===== config.mk =====
export PLATFORM = sky130hd
export DESIGN_NAME = regulator_on_sleep_control_regs
export DESIGN_NICKNAME = d
export VERILOG_FILES = /design/src/regulator_three_pkg.sv /design/src/regulator_on_sleep_control_regs.sv
export SDC_FILE = /design/constraint.sdc
export NUM_CORES = 1
export LEC_CHECK = 0
export BUFFER_PORTS_ARGS = -buffer_cell sky130_fd_sc_hd__buf_2
export CORE_MARGIN = 4
export CORE_UTILIZATION = 55
export DETAILED_ROUTE_END_ITERATION = 8
export PLACE_DENSITY = 0.83
export SYNTH_ARGS = -nofsm -noshare
export SYNTH_HDL_FRONTEND = slang
export SYNTH_SLANG_ARGS = --single-unit
export TNS_END_PERCENT = 10

===== constraint.sdc =====
create_clock -name aclk -period 7.68 [get_ports aclk]
set_input_delay 1.536 -clock aclk [delete_from_list [all_inputs] [get_ports aclk]]
set_output_delay 1.536 -clock aclk [all_outputs]
set_load 0.01 [all_outputs]

===== src/regulator_three_pkg.sv =====
// Purpose : constants and carriers for the regulator_three control registers
// Assumes : registers are word-indexed; byte address is four times the index
// Notes   : shared by the register bank and its bench
package regulator_three_pkg;

    // -------------------------------------------------------------------------
    // register indices and field layout
    // -------------------------------------------------------------------------
    localparam logic [15:0] GENERAL_CONTROL_INDEX       = 16'h406E;
    localparam logic [15:0] ACTIVE_STATE_CONTROL_INDEX  = 16'h406F;
    localparam logic [15:0] SLEEP_STATE_CONTROL_INDEX   = 16'h4070;
    localparam int          SLOT_LSB                    = 13;
    localparam int          MODE_BIT                    = 8;
    localparam int          HW_VSRC_BIT                 = 10;
    localparam logic [15:0] SLOT_MODE_VCODE_MASK        = 16'hE11F;
    localparam logic [15:0] GENERAL_CONTROL_MASK        = 16'h0400;

    // -------------------------------------------------------------------------
    // reset values
    // -------------------------------------------------------------------------
    localparam logic [2:0]  ACTIVE_SLOT_RESET           = 3'h0;
    localparam logic        ACTIVE_MODE_RESET           = 1'b0;
    localparam logic [4:0]  ACTIVE_VCODE_RESET          = 5'h00;
    localparam logic [2:0]  SLEEP_SLOT_RESET            = 3'h0;
    localparam logic        SLEEP_MODE_RESET            = 1'b1;
    localparam logic [4:0]  SLEEP_VCODE_RESET           = 5'h00;
    localparam logic        HW_VSRC_RESET               = 1'b0;

    // -------------------------------------------------------------------------
    // slot codes and voltage table
    // -------------------------------------------------------------------------
    localparam logic [2:0]  SLOT_NONE                   = 3'h0;
    localparam logic [2:0]  SLOT_HW_ENABLE_1            = 3'h6;
    localparam logic [2:0]  SLOT_HW_ENABLE_2            = 3'h7;
    localparam logic [2:0]  SLEEP_CODE_SLOT_5           = 3'h0;
    localparam logic [2:0]  SLEEP_CODE_SLOT_3           = 3'h6;
    localparam logic [2:0]  SLEEP_CODE_SLOT_1           = 3'h7;
    localparam logic [2:0]  SLEEP_DISABLE_BASE          = 3'h6;
    localparam logic [4:0]  VCODE_FINE_LAST             = 5'h0E;
    localparam logic [11:0] VOLT_FINE_BASE_MV           = 12'h384;
    localparam logic [11:0] VOLT_FINE_STEP_MV           = 12'h032;
    localparam logic [11:0] VOLT_COARSE_BASE_MV         = 12'h6A4;
    localparam logic [11:0] VOLT_COARSE_STEP_MV         = 12'h064;

    localparam logic [1:0]  RESP_OKAY                   = 2'h0;
    localparam logic [1:0]  RESP_SLVERR                 = 2'h2;

    // sequencer view: current timeslot and one-cycle strobes
    typedef struct packed {
        logic       up_strobe;
        logic       down_strobe;
        logic [2:0] timeslot;
    } sequencer_t;

    // what the regulator is told to do
    typedef struct packed {
        logic        enable;
        logic        low_power;
        logic [4:0]  voltage_code;
        logic [11:0] millivolts;
    } regulator_cmd_t;

endpackage


===== src/regulator_on_sleep_control_regs.sv =====
// Purpose : control registers for regulator_three: start-up slot, sleep entry,
//           mode and voltage for the active and sleep states, AXI4-Lite slave
// Assumes : sequencer strobes and hardware enable inputs are synchronous to aclk
// Notes   : regulator command outputs lag their cause by one clock; sleep-entry and wake mode and voltage lag the strobe by two
//
// Notes on behaviour
// - active slot 000 never enables; 001..101 enable in start-up timeslot 1..5.
// - active slot 110 follows hardware enable 1, 111 follows hardware enable 2.
// - active mode bit 8 picks normal when clear, low power when set.
// - voltage codes 00h..0Eh give 0.90V..1.60V in 50mV steps.
// - codes 0Fh..1Fh give 1.70V..3.30V in 100mV steps, shared table.
// - sleep slot 000/110/111 move to sleep settings in timeslot 5/3/1.
// - sleep slot 001..101 disable the regulator in timeslot 5 down to 1.
// - with hardware enable assigned, codes 001..101 pick sleep-entry slot instead.
// - sleep mode bit 8, reset 1, normal when clear, low power when set.
// - sleep voltage code bits 4:0 use the same table for the sleep state.
// - under hardware control, source bit 10 picks active or sleep voltage code.
//
// Register access over AXI4-Lite was left to the implementer.
`timescale 1ns/1ps
module regulator_on_sleep_control_regs #(
    parameter int ADDR_W = 20
) (
    input  wire logic                                 aclk,
    input  wire logic                                 aresetn,
    input  wire logic [ADDR_W-1:0]                    s_axi_awaddr,
    input  wire logic [2:0]                           s_axi_awprot,
    input  wire logic                                 s_axi_awvalid,
    output logic                                      s_axi_awready,
    input  wire logic [31:0]                          s_axi_wdata,
    input  wire logic [3:0]                           s_axi_wstrb,
    input  wire logic                                 s_axi_wvalid,
    output logic                                      s_axi_wready,
    output logic [1:0]                                s_axi_bresp,
    output logic                                      s_axi_bvalid,
    input  wire logic                                 s_axi_bready,
    input  wire logic [ADDR_W-1:0]                    s_axi_araddr,
    input  wire logic [2:0]                           s_axi_arprot,
    input  wire logic                                 s_axi_arvalid,
    output logic                                      s_axi_arready,
    output logic [31:0]                               s_axi_rdata,
    output logic [1:0]                                s_axi_rresp,
    output logic                                      s_axi_rvalid,
    input  wire logic                                 s_axi_rready,
    input  wire regulator_three_pkg::sequencer_t      sequencer,
    input  wire logic                                 hw_enable_1,
    input  wire logic                                 hw_enable_2,
    input  wire logic                                 hw_control_active,
    output regulator_three_pkg::regulator_cmd_t       regulator_cmd
);

    // -------------------------------------------------------------------------
    // register fields
    // -------------------------------------------------------------------------
    logic [2:0]        active_enable_slot;
    logic              active_operating_mode;
    logic [4:0]        active_voltage_code;
    logic [2:0]        sleep_entry_slot;
    logic              sleep_operating_mode;
    logic [4:0]        sleep_voltage_code;
    logic              hw_control_voltage_source;
    logic              in_sleep;

    // shared voltage table: fine steps then coarse steps
    function automatic logic [11:0] code_to_mv(input logic [4:0] code);
        logic [11:0] wide;
        wide = {7'h00, code};
        if (code <= regulator_three_pkg::VCODE_FINE_LAST) begin
            code_to_mv = regulator_three_pkg::VOLT_FINE_BASE_MV
                       + 12'(wide * regulator_three_pkg::VOLT_FINE_STEP_MV);
        end else begin
            code_to_mv = regulator_three_pkg::VOLT_COARSE_BASE_MV
                       + 12'((wide - 12'h00F) * regulator_three_pkg::VOLT_COARSE_STEP_MV);
        end
    endfunction

    // timeslot in which the sleep setting or disable happens
    function automatic logic [2:0] sleep_timeslot(input logic [2:0] code);
        case (code)
            regulator_three_pkg::SLEEP_CODE_SLOT_5: sleep_timeslot = 3'h5;
            regulator_three_pkg::SLEEP_CODE_SLOT_3: sleep_timeslot = 3'h3;
            regulator_three_pkg::SLEEP_CODE_SLOT_1: sleep_timeslot = 3'h1;
            default: sleep_timeslot = regulator_three_pkg::SLEEP_DISABLE_BASE - code;
        endcase
    endfunction

    function automatic logic [15:0] word_index(input logic [ADDR_W-1:0] addr);
        word_index = 16'(addr >> 2);
    endfunction

    // -------------------------------------------------------------------------
    // write channel: address and data taken in either order
    // -------------------------------------------------------------------------
    logic              aw_held;
    logic              w_held;
    logic [15:0]       aw_index;
    logic [31:0]       w_data;
    logic [3:0]        w_strb;
    logic              write_fire;
    logic              write_hit;

    assign s_axi_awready = !aw_held && !s_axi_bvalid;
    assign s_axi_wready  = !w_held && !s_axi_bvalid;
    assign write_fire    = aw_held && w_held;
    assign write_hit     = aw_index == regulator_three_pkg::GENERAL_CONTROL_INDEX
                        || aw_index == regulator_three_pkg::ACTIVE_STATE_CONTROL_INDEX
                        || aw_index == regulator_three_pkg::SLEEP_STATE_CONTROL_INDEX;

    always_ff @(posedge aclk) begin
        if (!aresetn) begin
            aw_held      <= 1'b0;
            w_held       <= 1'b0;
            aw_index     <= 16'h0000;
            w_data       <= 32'h0000_0000;
            w_strb       <= 4'h0;
            s_axi_bvalid <= 1'b0;
            s_axi_bresp  <= regulator_three_pkg::RESP_OKAY;
        end else begin
            if (s_axi_awvalid && s_axi_awready) begin
                aw_held  <= 1'b1;
                aw_index <= word_index(s_axi_awaddr);
            end
            if (s_axi_wvalid && s_axi_wready) begin
                w_held <= 1'b1;
                w_data <= s_axi_wdata;
                w_strb <= s_axi_wstrb;
            end
            if (write_fire) begin
                aw_held      <= 1'b0;
                w_held       <= 1'b0;
                s_axi_bvalid <= 1'b1;
                s_axi_bresp  <= write_hit ? regulator_three_pkg::RESP_OKAY
                                          : regulator_three_pkg::RESP_SLVERR;
            end else if (s_axi_bready) begin
                s_axi_bvalid <= 1'b0;
            end
        end
    end

    // -------------------------------------------------------------------------
    // register storage; byte lanes 0 and 1 only, undefined bits not stored
    // -------------------------------------------------------------------------
    always_ff @(posedge aclk) begin
        if (!aresetn) begin
            active_enable_slot        <= regulator_three_pkg::ACTIVE_SLOT_RESET;
            active_operating_mode     <= regulator_three_pkg::ACTIVE_MODE_RESET;
            active_voltage_code       <= regulator_three_pkg::ACTIVE_VCODE_RESET;
            sleep_entry_slot          <= regulator_three_pkg::SLEEP_SLOT_RESET;
            sleep_operating_mode      <= regulator_three_pkg::SLEEP_MODE_RESET;
            sleep_voltage_code        <= regulator_three_pkg::SLEEP_VCODE_RESET;
            hw_control_voltage_source <= regulator_three_pkg::HW_VSRC_RESET;
        end else if (write_fire) begin
            case (aw_index)
                regulator_three_pkg::ACTIVE_STATE_CONTROL_INDEX: begin
                    if (w_strb[1]) begin
                        active_enable_slot    <= w_data[15:13];
                        active_operating_mode <= w_data[regulator_three_pkg::MODE_BIT];
                    end
                    if (w_strb[0]) begin
                        active_voltage_code <= w_data[4:0];
                    end
                end
                regulator_three_pkg::SLEEP_STATE_CONTROL_INDEX: begin
                    if (w_strb[1]) begin
                        sleep_entry_slot     <= w_data[15:13];
                        sleep_operating_mode <= w_data[regulator_three_pkg::MODE_BIT];
                    end
                    if (w_strb[0]) begin
                        sleep_voltage_code <= w_data[4:0];
                    end
                end
                regulator_three_pkg::GENERAL_CONTROL_INDEX: begin
                    if (w_strb[1]) begin
                        hw_control_voltage_source <= w_data[regulator_three_pkg::HW_VSRC_BIT];
                    end
                end
                default: begin
                end
            endcase
        end
    end

    // -------------------------------------------------------------------------
    // read channel
    // -------------------------------------------------------------------------
    logic [15:0]       rd_index;
    logic [15:0]       rd_word;
    logic              rd_hit;

    assign s_axi_arready = !s_axi_rvalid;
    assign rd_index      = word_index(s_axi_araddr);

    always_comb begin
        rd_hit  = 1'b1;
        rd_word = 16'h0000;
        case (rd_index)
            regulator_three_pkg::ACTIVE_STATE_CONTROL_INDEX:
                rd_word = {active_enable_slot, 4'h0, active_operating_mode,
                           3'h0, active_voltage_code};
            regulator_three_pkg::SLEEP_STATE_CONTROL_INDEX:
                rd_word = {sleep_entry_slot, 4'h0, sleep_operating_mode,
                           3'h0, sleep_voltage_code};
            regulator_three_pkg::GENERAL_CONTROL_INDEX:
                rd_word = {5'h00, hw_control_voltage_source, 10'h000};
            default:
                rd_hit = 1'b0;
        endcase
    end

    always_ff @(posedge aclk) begin
        if (!aresetn) begin
            s_axi_rvalid <= 1'b0;
            s_axi_rdata  <= 32'h0000_0000;
            s_axi_rresp  <= regulator_three_pkg::RESP_OKAY;
        end else if (s_axi_arvalid && s_axi_arready) begin
            s_axi_rvalid <= 1'b1;
            s_axi_rdata  <= {16'h0000, rd_word};
            s_axi_rresp  <= rd_hit ? regulator_three_pkg::RESP_OKAY
                                   : regulator_three_pkg::RESP_SLVERR;
        end else if (s_axi_rready) begin
            s_axi_rvalid <= 1'b0;
        end
    end

    // -------------------------------------------------------------------------
    // sequencing: enable and sleep state
    // -------------------------------------------------------------------------
    logic              hw_assigned;
    logic              hw_level;
    logic              startup_hit;
    logic              sleep_hit;
    logic              sleep_disables;
    logic [2:0]        wake_slot;
    logic              enable_level;

    assign hw_assigned    = active_enable_slot == regulator_three_pkg::SLOT_HW_ENABLE_1
                         || active_enable_slot == regulator_three_pkg::SLOT_HW_ENABLE_2;
    assign hw_level       = (active_enable_slot == regulator_three_pkg::SLOT_HW_ENABLE_1)
                          ? hw_enable_1 : hw_enable_2;
    // under hardware enable the sequencer only wakes it in the first slot
    assign wake_slot      = hw_assigned ? 3'h1 : active_enable_slot;
    assign startup_hit    = sequencer.up_strobe && sequencer.timeslot == wake_slot
                         && active_enable_slot != regulator_three_pkg::SLOT_NONE;
    assign sleep_hit      = sequencer.down_strobe
                         && sequencer.timeslot == sleep_timeslot(sleep_entry_slot);
    assign sleep_disables = !hw_assigned
                         && sleep_entry_slot != regulator_three_pkg::SLEEP_CODE_SLOT_5
                         && sleep_entry_slot < regulator_three_pkg::SLEEP_CODE_SLOT_3;

    always_ff @(posedge aclk) begin
        if (!aresetn) begin
            enable_level <= 1'b0;
        end else if (hw_assigned) begin
            enable_level <= hw_level;
        end else if (active_enable_slot == regulator_three_pkg::SLOT_NONE) begin
            enable_level <= 1'b0;
        end else if (startup_hit) begin
            enable_level <= 1'b1;
        end else if (sleep_hit && sleep_disables) begin
            enable_level <= 1'b0;
        end
    end

    always_ff @(posedge aclk) begin
        if (!aresetn) begin
            in_sleep <= 1'b0;
        end else if (startup_hit) begin
            in_sleep <= 1'b0;
        end else if (sleep_hit && !sleep_disables) begin
            in_sleep <= 1'b1;
        end
    end

    // -------------------------------------------------------------------------
    // mode and voltage selection
    // -------------------------------------------------------------------------
    logic [4:0]        next_voltage_code;
    logic              low_power_level;
    logic [4:0]        applied_code;
    logic [11:0]       applied_mv;

    always_comb begin
        if (hw_control_active) begin
            next_voltage_code = hw_control_voltage_source ? sleep_voltage_code
                                                          : active_voltage_code;
        end else begin
            next_voltage_code = in_sleep ? sleep_voltage_code : active_voltage_code;
        end
    end

    always_ff @(posedge aclk) begin
        if (!aresetn) begin
            low_power_level <= 1'b0;
            applied_code    <= 5'h00;
            applied_mv      <= regulator_three_pkg::VOLT_FINE_BASE_MV;
        end else begin
            low_power_level <= in_sleep ? sleep_operating_mode
                                        : active_operating_mode;
            applied_code    <= next_voltage_code;
            applied_mv      <= code_to_mv(next_voltage_code);
        end
    end

    // one carrier out, each field straight from its own flip-flop, one driver each
    assign regulator_cmd = '{enable: enable_level, low_power: low_power_level,
                             voltage_code: applied_code, millivolts: applied_mv};
endmodule


==> results of run 1 <==
-- sequential cells by signal, summed over array words and instances, names as in the netlist, 2 cells and up --
register and cells:
active_voltage_code 5, s_axi_rdata 10, applied_mv 11, aw_index 16
w_data 10, sleep_voltage_code 5, applied_code 5, sleep_entry_slot 3
w_strb 2, active_enable_slot 3
-- cell usage in the layout (no fill, tap or decap), drive strengths merged, types with 8 or more instances in the layout --
cell and count:
ha 37, nor2 44, nand2 89, o21ai 19, buf 94, dfxtp 82
clkbuf 9, xnor2 21, a22oi 10, a2bb2oi 9, inv 35, conb 25
a21oi 49, xor2 8, mux2i 25, nand3 10
-- cell families (layout without fill, tap and decap cells) --
family,after synthesis,after routing
flip-flops,82,82
multiplexers,26,26
XOR/XNOR,29,29
buffers and inverters,80,141
adder cells (fa/ha/maj),43,43
AND/OR/NAND/NOR,193,193
AO/OA/AOI/OAI,118,118
other,1,25
-- through the flow --
step | hold slack, ps | total power, µW
floorplan | 431 | 508
global placement | 438 | 523
detailed placement | 445 | 526
CTS | 458 | 827
global route | 480 | 861
finish | 458 | 824
-- worst max-delay path, stage by stage --
cell and delay, ps:
buf_2 120, mux2i_4 480, mux2i_1 220, inv_1 170, ha_1 370, nand2_1 120
o21ai_0 490, inv_1 230, fa_1 570, inv_1 50, fa_1 520, inv_1 50
ha_1 330, or3_1 370, a21oi_1 230, a211o_1 160, o211ai_1 90
-- cells in the mapped netlist, drive strengths merged (8+ instances only) --
library cell / instances / area share (%)
nand2: 89 / 6.8
dfxtp: 82 / 33
a21oi: 49 / 5.0
nor2: 44 / 3.4
ha: 37 / 9.4
buf: 31 / 4.5
inv: 31 / 2.4
mux2i: 25 / 5.9
xnor2: 21 / 4.1
o21ai: 19 / 2.2
clkbuf: 18 / 1.4
a22oi: 10 / 1.5
nand3: 10 / 1.0
a2bb2oi: 9 / 1.6
xor2: 8 / 1.4
-- cell type report --
type | instances | area, µm²
Tap cell | 108 | 135
Fill cell | 727 | 3200
Clock inverter | 7 | 71.3
Clock buffer | 9 | 124
Multi-Input combinational cell | 434 | 2960
Sequential cell | 82 | 1640
Inverter | 31 | 116
Timing Repair Buffer | 94 | 473
-- power groups by stage --
stage | Combinational [µW] | Clock [µW] | Sequential (µW)
5_1_grt | 78.8 | 333 | 449
3_3_place_gp | 67.9 | 0 | 456
6_report | 69.8 | 307 | 447
2_1_floorplan | 53.2 | 0 | 455
3_5_place_dp | 69.6 | 0 | 457
4_1_cts | 69.8 | 311 | 447
-- routing by layer --
| metal | up-vias | track usage (%) |
|---|---|---|
| li1 | 2072 | - |
| met1 | 1875 | 27.3 |
| met2 | 104 | 32.5 |
| met3 | 9 | 4.26 |
| met4 | 0 | 6.26 |
| met5 | - | 0 |
-- worst paths after layout --
path,to,slack [ps],depth (start not counted)
max,applied_mv[11],1800,17
min,aw_index[9],460,2
max reg2reg,applied_mv[11],2760,16
min reg2reg,aw_index[9],460,2
==> results.toml, run 1 <==
[route]
first_iter_violations = 168
drt-total-wl_mm = 10.5
dr.pass1.iters = 4
wl_met3_um = 641
antenna_left = 0
drc = 0
wl_per_cell_um = 13.7
top_layer_used = "met4"
vias_per_cell = 5.31
vias = 4060
drt-met1-wl_mm = 4.88
dr_wl_met2_mm = 4.85

[layout]
finalCoreUtilization_pct = 63.3
fin_area_um2 = 5520
synthToLayoutAreaGrowth_pct = 12.3
final_cell_count_no_fill = 765
antenna_cells = 0
drive_above_1_share_pct = 20.1
final_net_count = 792

[place]
dp_hpwl_mm = 8.14
placed_cells = 749
port_buffers = 93
preCtsSetupSlack_ps = 1420
gp_congestion = 0.915
place_area_um2 = 5330

[clock_tree]
cts_sinks = 82
post_cts_buffers = 0
clockRootBuffer = "clkbuf_8"
cts.clk_slew.worst_paths_ps = 90
cts_tree = "built"
cts_buffer_depth = 2
numCtsBuffers = 9
holdBufCountCts = 0
htreeDepth = 3
clkLatencyLatePin_ps = 360
cts_resized = 0

[sta]
rsz0062_at_grt = "false"
max_freq_ghz = 0.170
clock_skew_ps = 18.4
period_needed_ps = 5880
maxSlewViolCount = 0
layout_setup_ws_ps = 1800
finalHoldViolCount = 0
finalCritPeriodShare_pct = 76.6
relSlewSlack_pct = 51.2
final-setup-viol-count = 0
tns_ps = 0
tightest_slew_ps = 732

[power_and_ir_drop]
p_comb_share_pct = 8.5
power-per-cell-area_nw_per_um2 = 149
internal-power_uw = 591
worst_ir_drop_vdd_v = 0.0000983
p_clk_share_pct = 37.3
netSwitchingPower_uw = 233
p_sw_share_pct = 28.2
power_frac_seq_pct = 54.2
leakage_uw = 0.00255

[floorplan]
start_util_pct = 56.4
io_pins = 157
fp.dieW_um = 103
coreArea_um2 = 8720
row_count = 34
dieArea_um2 = 10500
fp.dieH_um = 103

[yosys]
yosys.area_share.xor_xnor_pct = 5.55
muxShareOfSynthArea_pct = 6.16
syn_inst = 572
synth-simple-area-share_pct = 18.8
ys_seq_elements = 82
ys.flop_type = "dfxtp_1"
synth_compound_area_share_pct = 15.9
synth_cell_types = 64
synthArstFlopShare_pct = 0
yosysSeqAreaShare_pct = 33.4
synth_edf_count = 0
avgSynthCellArea_um2 = 8.59
synth_top_family_by_area = "simple AND/OR/NAND/NOR gates"
yosysWarnings = 0
synthAdderAreaFrac_pct = 11.9
syn_area_um2 = 4910

[worst_setup_path]
worstSetupPathType = "in -> reg"
worstPathRequired_ps = 7900
critPathLaunch = "hw_control_active"
r2r-start = "in_sleep"
worstPathArrival_ps = 6100
endpoint_kind = "register"
start_kind = "primary input"
path_max_fanout = 8

[global_route]
overflow = 0
grt_max_degree = 75
antenna_found_initial = 0
grt_pass1_vias = 3784
grt_pass1_wl_mm = 17.1
grt_usage_pct = 20.2

[outcome]
status = "finished clean"

[worst_hold_path]
holdCritPathClass = "reg -> reg"
hp-start = "aw_index[9]"

[job]
max-cap-violations = 0
No activity file was read; power rests on OpenSTA's default activity.
==> inputs of run 2 (changes only) <==
--- a/config.mk
+++ b/config.mk
@@ -7,9 +7,9 @@
 export LEC_CHECK = 0
 export BUFFER_PORTS_ARGS = -buffer_cell sky130_fd_sc_hd__buf_2
 export CORE_MARGIN = 4
-export CORE_UTILIZATION = 55
+export CORE_UTILIZATION = 47
 export DETAILED_ROUTE_END_ITERATION = 8
-export PLACE_DENSITY = 0.83
+export PLACE_DENSITY = 0.76
 export SYNTH_ARGS = -nofsm -noshare
 export SYNTH_HDL_FRONTEND = slang
 export SYNTH_SLANG_ARGS = --single-unit
==> constraint.sdc (replaced) <==
create_clock -name aclk -period 4.7 [get_ports aclk]
set_input_delay 0.94 -clock aclk [delete_from_list [all_inputs] [get_ports aclk]]
set_output_delay 0.94 -clock aclk [all_outputs]
set_load 0.01 [all_outputs]
==> results.toml, run 2 (synthesized netlist as in run 1, its figures left out) <==
[layout]
fillCellCount = 946
largestRegisters = "aw_index: 16 flops, applied_mv: 11 flops"
largest_reg_flops = 16
final_common_cell = "buf_2"
synthToLayoutAreaGrowth_pct = 19.2
antenna_cells = 0
drive_above_1_share_pct = 24.8
seqCellArea_um2 = 1640
final_cell_mix = "buf_2 (93), nand2_1 (88), dfxtp_1 (82), a21oi_1 (48), nor2_1 (43)"
final_cell_count_no_fill = 822
largest-register = "aw_index"
final_net_count = 821
multi_input_area_um2 = 3030

[power_and_ir_drop]
p_comb_share_pct = 8.3
leakage_uw = 0.00271
p_sw_share_pct = 26.4
p_clk_share_pct = 38.8
power_frac_seq_pct = 52.8
internal-power_uw = 1020
netSwitchingPower_uw = 365
power-per-cell-area_nw_per_um2 = 236
worst_ir_drop_vdd_v = 0.000197

[place]
gp_congestion = 0.842
dp_hpwl_mm = 8.70
placed_cells = 806
port_buffers = 93

[worst_setup_path]
crit_end = "applied_mv[10]"
path_cells = "buf_2, mux2i_4, mux2i_1, inv_1, ha_4, nand2_4, xnor2_1, ha_1, ha_1, fa_1, ha_4, nor2b_1, o21a_1, or3_1, and2_1, xnor2_1, a21boi_1"
endpoint_kind = "register"
rr_worst_depth = 16
start_kind = "primary input"
rr_endpoint = "applied_mv[10]"
crit_family = "adder cells"
ff2ff_setup_slack_ps = 670
slowest_delay_ps = 530
critPathSlowestCell = "fa_1"
path_buf_inv = 2
worstPathArrival_ps = 4650
path_max_fanout = 4
crit_cells = 17
worstPathRequired_ps = 4940
worstSetupPathType = "in -> reg"
critPathLaunch = "hw_control_active"
r2r-start = "hw_control_voltage_source"

[route]
wl_per_cell_um = 13.4
dr.pass1.iters = 5
vias_per_cell = 5.12
vias = 4211
first_iter_violations = 206
antenna_left = 0
drt-total-wl_mm = 11.1
drc = 0

[outcome]
status = "finished clean"

[clock_tree]
numCtsBuffers = 9
htreeDepth = 3
post_cts_buffers = 0
clkLatencyLatePin_ps = 360
cts_resized = 0
cts_tree = "built"
cts.clk_slew.worst_paths_ps = 90
holdBufCountCts = 0
clockRootBuffer = "clkbuf_8"
cts_buffer_depth = 2
cts_sinks = 82

[global_route]
grtUsageMet2_pct = 32.1
grt_usage_pct = 18.6
antenna_found_initial = 0
overflow = 0
grt_util_met1_pct = 23.3
grt_pass1_wl_mm = 18.0
grt_max_degree = 64
grt_pass1_vias = 4053
grt_use_met3_pct = 4.14
globalRoute.busiestLayer = "met2"

[job]
max-cap-violations = 0

[sta]
tns_ps = 0
rsz0062_at_grt = "false"
maxSlewViolCount = 0
final-setup-viol-count = 0
clock_skew_ps = 12.8
relSlewSlack_pct = 51.3
max_freq_ghz = 0.227
holdWs_ps = 456
finalHoldViolCount = 0
tightest_slew_ps = 730
period_needed_ps = 4410
finalCritPeriodShare_pct = 93.9

[floorplan]
io_pins = 157
coreArea_um2 = 10300
dieArea_um2 = 12200
start_util_pct = 47.8
row_count = 37
fp.dieW_um = 110
fp.dieH_um = 110

[worst_hold_path]
holdCritPathClass = "reg -> reg"
run 2: cell types whose count changed in the layout (fill, tap and decap cells not counted), moves of 2 or more:
cell / before / now
clkinvlp_4: 2 / 0
ha_1: 37 / 33
buf_4: 1 / 30
inv_2: 3 / 5
ha_4: 0 / 4
inv_1: 28 / 26
run 2: area by class of cell:
class / instances / share of cell area (%)
Multi-Input combinational cell: 434 / 51.8
Sequential cell: 82 / 28.0
Tap cell: 136 / 2.90
Clock inverter: 7 / 1.43
Inverter: 31 / 1.99
Clock buffer: 9 / 2.11
Timing Repair Buffer: 123 / 11.8
run 2: power by group through the flow:
stage	Clock (µW)	Combinational (µW)	Sequential, µW
floorplan	0	87.1	743
global placement	0	111	745
detailed placement	0	115	746
CTS	551	116	730
global route	578	130	733
finish	536	115	730
run 2: worst min path at each step:
| stage | from | endpoint | depth (start not counted) |
|---|---|---|---|
| after CTS | aw_index[12] | aw_index[12] | 2 |
| after floorplan | aw_index[11] | aw_index[11] | 2 |
| after global placement | aw_index[12] | aw_index[12] | 2 |
| final | s_axi_rdata[10] | s_axi_rdata[10] | 2 |
| after detailed placement | aw_index[12] | aw_index[12] | 2 |
| after global routing | aw_index[13] | aw_index[13] | 2 |
run 2: metrics by stage:
| stage | utilization (%) | cell area (µm²) | setup slack [ps] | power (µW) |
|---|---|---|---|---|
| 6_report | 57.0 | 5860 | 285 | 1380 |
| 3_3_place_gp | 55.0 | 5650 | -41.5 | 856 |
| 4_1_cts | 57.0 | 5860 | 286 | 1400 |
| 2_1_floorplan | - | 5090 | -15.3 | 830 |
| 5_1_grt | 57.0 | 5860 | 43.8 | 1440 |
| 3_5_place_dp | 55.0 | 5650 | -88.8 | 861 |
run 2: per-layer routing:
layer / up-vias / wire length, µm
met1: 1948 / 4880
met3: 17 / 683
li1: 2128 / -
met4: 0 / 139
met2: 118 / 5350
met5: - / 0
run 2: worst reg2reg max path: stages, from the launching register on:
cell	delay [ps]
dfxtp_1	380
mux2i_4	220
mux2i_1	290
inv_1	190
ha_4	220
nand2_4	80
xnor2_1	120
ha_1	260
ha_1	310
fa_1	530
ha_4	210
nor2b_1	120
o21a_1	170
or3_1	370
and2_1	160
xnor2_1	180
a21boi_1	90
==> inputs of run 3 (changes only) <==
--- a/config.mk
+++ b/config.mk
@@ -7,9 +7,9 @@
 export LEC_CHECK = 0
 export BUFFER_PORTS_ARGS = -buffer_cell sky130_fd_sc_hd__buf_2
 export CORE_MARGIN = 4
-export CORE_UTILIZATION = 47
+export CORE_UTILIZATION = 52
 export DETAILED_ROUTE_END_ITERATION = 8
-export PLACE_DENSITY = 0.76
+export PLACE_DENSITY = 0.79
 export SYNTH_ARGS = -nofsm -noshare
 export SYNTH_HDL_FRONTEND = slang
 export SYNTH_SLANG_ARGS = --single-unit
==> constraint.sdc (replaced) <==
create_clock -name aclk -period 4.6 [get_ports aclk]
set_input_delay 0.92 -clock aclk [delete_from_list [all_inputs] [get_ports aclk]]
set_output_delay 0.92 -clock aclk [all_outputs]
set_load 0.01 [all_outputs]
==> results.toml, run 3 (synthesized netlist as in run 1, its figures left out) <==
[global_route]
grt_usage_pct = 19.6
grt_max_degree = 61
antenna_found_initial = 0
overflow = 0
grt_pass1_wl_mm = 18.2
grt_pass1_vias = 4146

[power_and_ir_drop]
power_frac_seq_pct = 53.0
p_sw_share_pct = 26.3
power-per-cell-area_nw_per_um2 = 239
p_clk_share_pct = 38.7
netSwitchingPower_uw = 371
p_comb_share_pct = 8.3
leakage_uw = 0.00272
internal-power_uw = 1040
worst_ir_drop_vdd_v = 0.000228

[floorplan]
fp.dieW_um = 105
dieArea_um2 = 11100
coreArea_um2 = 9240
io_pins = 157
start_util_pct = 53.2
fp.dieH_um = 105
row_count = 35

[worst_setup_path]
endpoint_kind = "register"
worstPathRequired_ps = 4850
worstPathArrival_ps = 4650
worstSetupPathType = "in -> reg"
rr_endpoint = "applied_mv[10]"
ff2ff_setup_slack_ps = 550
r2r-start = "hw_control_voltage_source"
rr_worst_depth = 18
start_kind = "primary input"
critPathLaunch = "hw_control_active"
path_max_fanout = 8

[route]
drt-total-wl_mm = 10.9
wl_per_cell_um = 13.3
dr.pass1.iters = 4
vias = 4227
first_iter_violations = 182
antenna_left = 0
vias_per_cell = 5.15
drc = 0

[layout]
final_cell_mix = "buf_2 (93), nand2_1 (88), dfxtp_1 (82), a21oi_1 (48), nor2_1 (43)"
final_net_count = 826
drive_above_1_share_pct = 25.5
largestRegisters = "aw_index: 16 flops, applied_mv: 11 flops"
final_common_cell = "buf_2"
largest-register = "aw_index"
synthToLayoutAreaGrowth_pct = 19.9
finalCoreUtilization_pct = 63.8
antenna_cells = 0
largest_reg_flops = 16

[place]
dp_hpwl_mm = 8.60
gp_congestion = 0.877
port_buffers = 93
preCtsSetupSlack_ps = -214

[clock_tree]
cts_sinks = 82
htreeDepth = 3
numCtsBuffers = 9
cts.clk_slew.worst_paths_ps = 90
cts_tree = "built"
cts_buffer_depth = 2
clockRootBuffer = "clkbuf_8"
clkLatencyLatePin_ps = 360

[sta]
maxSlewViolCount = 0
rsz0062_at_grt = "false"
max_freq_ghz = 0.227
clock_skew_ps = 11.4
tightest_slew_ps = 719
layout_setup_ws_ps = 200
finalCritPeriodShare_pct = 95.7
relSlewSlack_pct = 52.1
period_needed_ps = 4400
finalHoldViolCount = 0
final-setup-viol-count = 0

[worst_hold_path]
holdCritPathClass = "reg -> reg"
hold_depth = 2
hp-start = "aw_index[9]"
worstHoldEndpoint = "aw_index[9]"

[job]
max-cap-violations = 0

[outcome]
status = "finished clean"
-- run 3: changes by cell type in the layout (fill, tap and decap cells not counted), sizes merged --
cell | previous run | this run
inv | 35 | 34
clkinvlp | 0 | 1
buf | 123 | 128
-- run 3: layout make-up --
type / instances / area, µm²
clock inverter: 7 / 85.1
sequential: 82 / 1640
inverter: 31 / 116
clock buffer: 9 / 124
tap: 129 / 161
multi-input combinational: 434 / 3040
fill: 759 / 3350
timing repair buffer: 128 / 728
-- run 3: what timing repair did --
action | CTS | global route
resized for setup | 0 | 1
buffers inserted | 0 | 0
hold buffers | 0 | 0
setup endpoints to repair | 0 | 1
hold endpoints to repair | 0 | 0
-- run 3: metrics by stage --
step                      instances  power (µW)  instance area [µm²]  TNS, ps  hold slack, ps
after CTS                       820        1410                 5890        0             456
final                           820        1410                 5890        0             454
after global routing            820        1460                 5890        0             480
after floorplan                 596         848                 5090     -182             431
after detailed placement        804         878                 5680     -451             444
after global placement          804         874                 5680     -213             439
-- run 3: power groups by stage --
stage	Sequential [µW]	Clock [µW]	Combinational, µW
6_report	745	544	117
3_3_place_gp	761	0	113
3_5_place_dp	762	0	116
5_1_grt	749	584	132
4_1_cts	745	553	117
2_1_floorplan	759	0	89.0
-- run 3: worst max-delay path, cell delays in order --
cell      delay, ps
buf_2           120
mux2i_4         300
buf_4           190
mux2i_4         230
buf_4           210
ha_1            260
inv_1            80
ha_1            230
ha_1            220
fa_1            550
ha_4            210
nor2b_1         120
o21a_1          170
or3_1           370
and2_1          170
xnor2_1         210
a21boi_1        100
-- run 3: worst max path at each step --
stage	slack, ps	to	cells after the start
floorplan	-100	applied_mv[10]	17
global placement	-130	applied_mv[10]	18
detailed placement	-210	applied_mv[10]	18
CTS	180	applied_mv[10]	18
global route	50	applied_mv[11]	19
finish	200	applied_mv[10]	17
-- run 3: per-layer routing --
| metal | up-vias | track usage, % | share of wire, % |
|---|---|---|---|
| li1 | 2134 | - | - |
| met1 | 1928 | 24.9 | 44 |
| met2 | 153 | 33.8 | 48 |
| met3 | 12 | 4.16 | 7.0 |
| met4 | 0 | 5.25 | 1.2 |
| met5 | - | 0 | 0 |
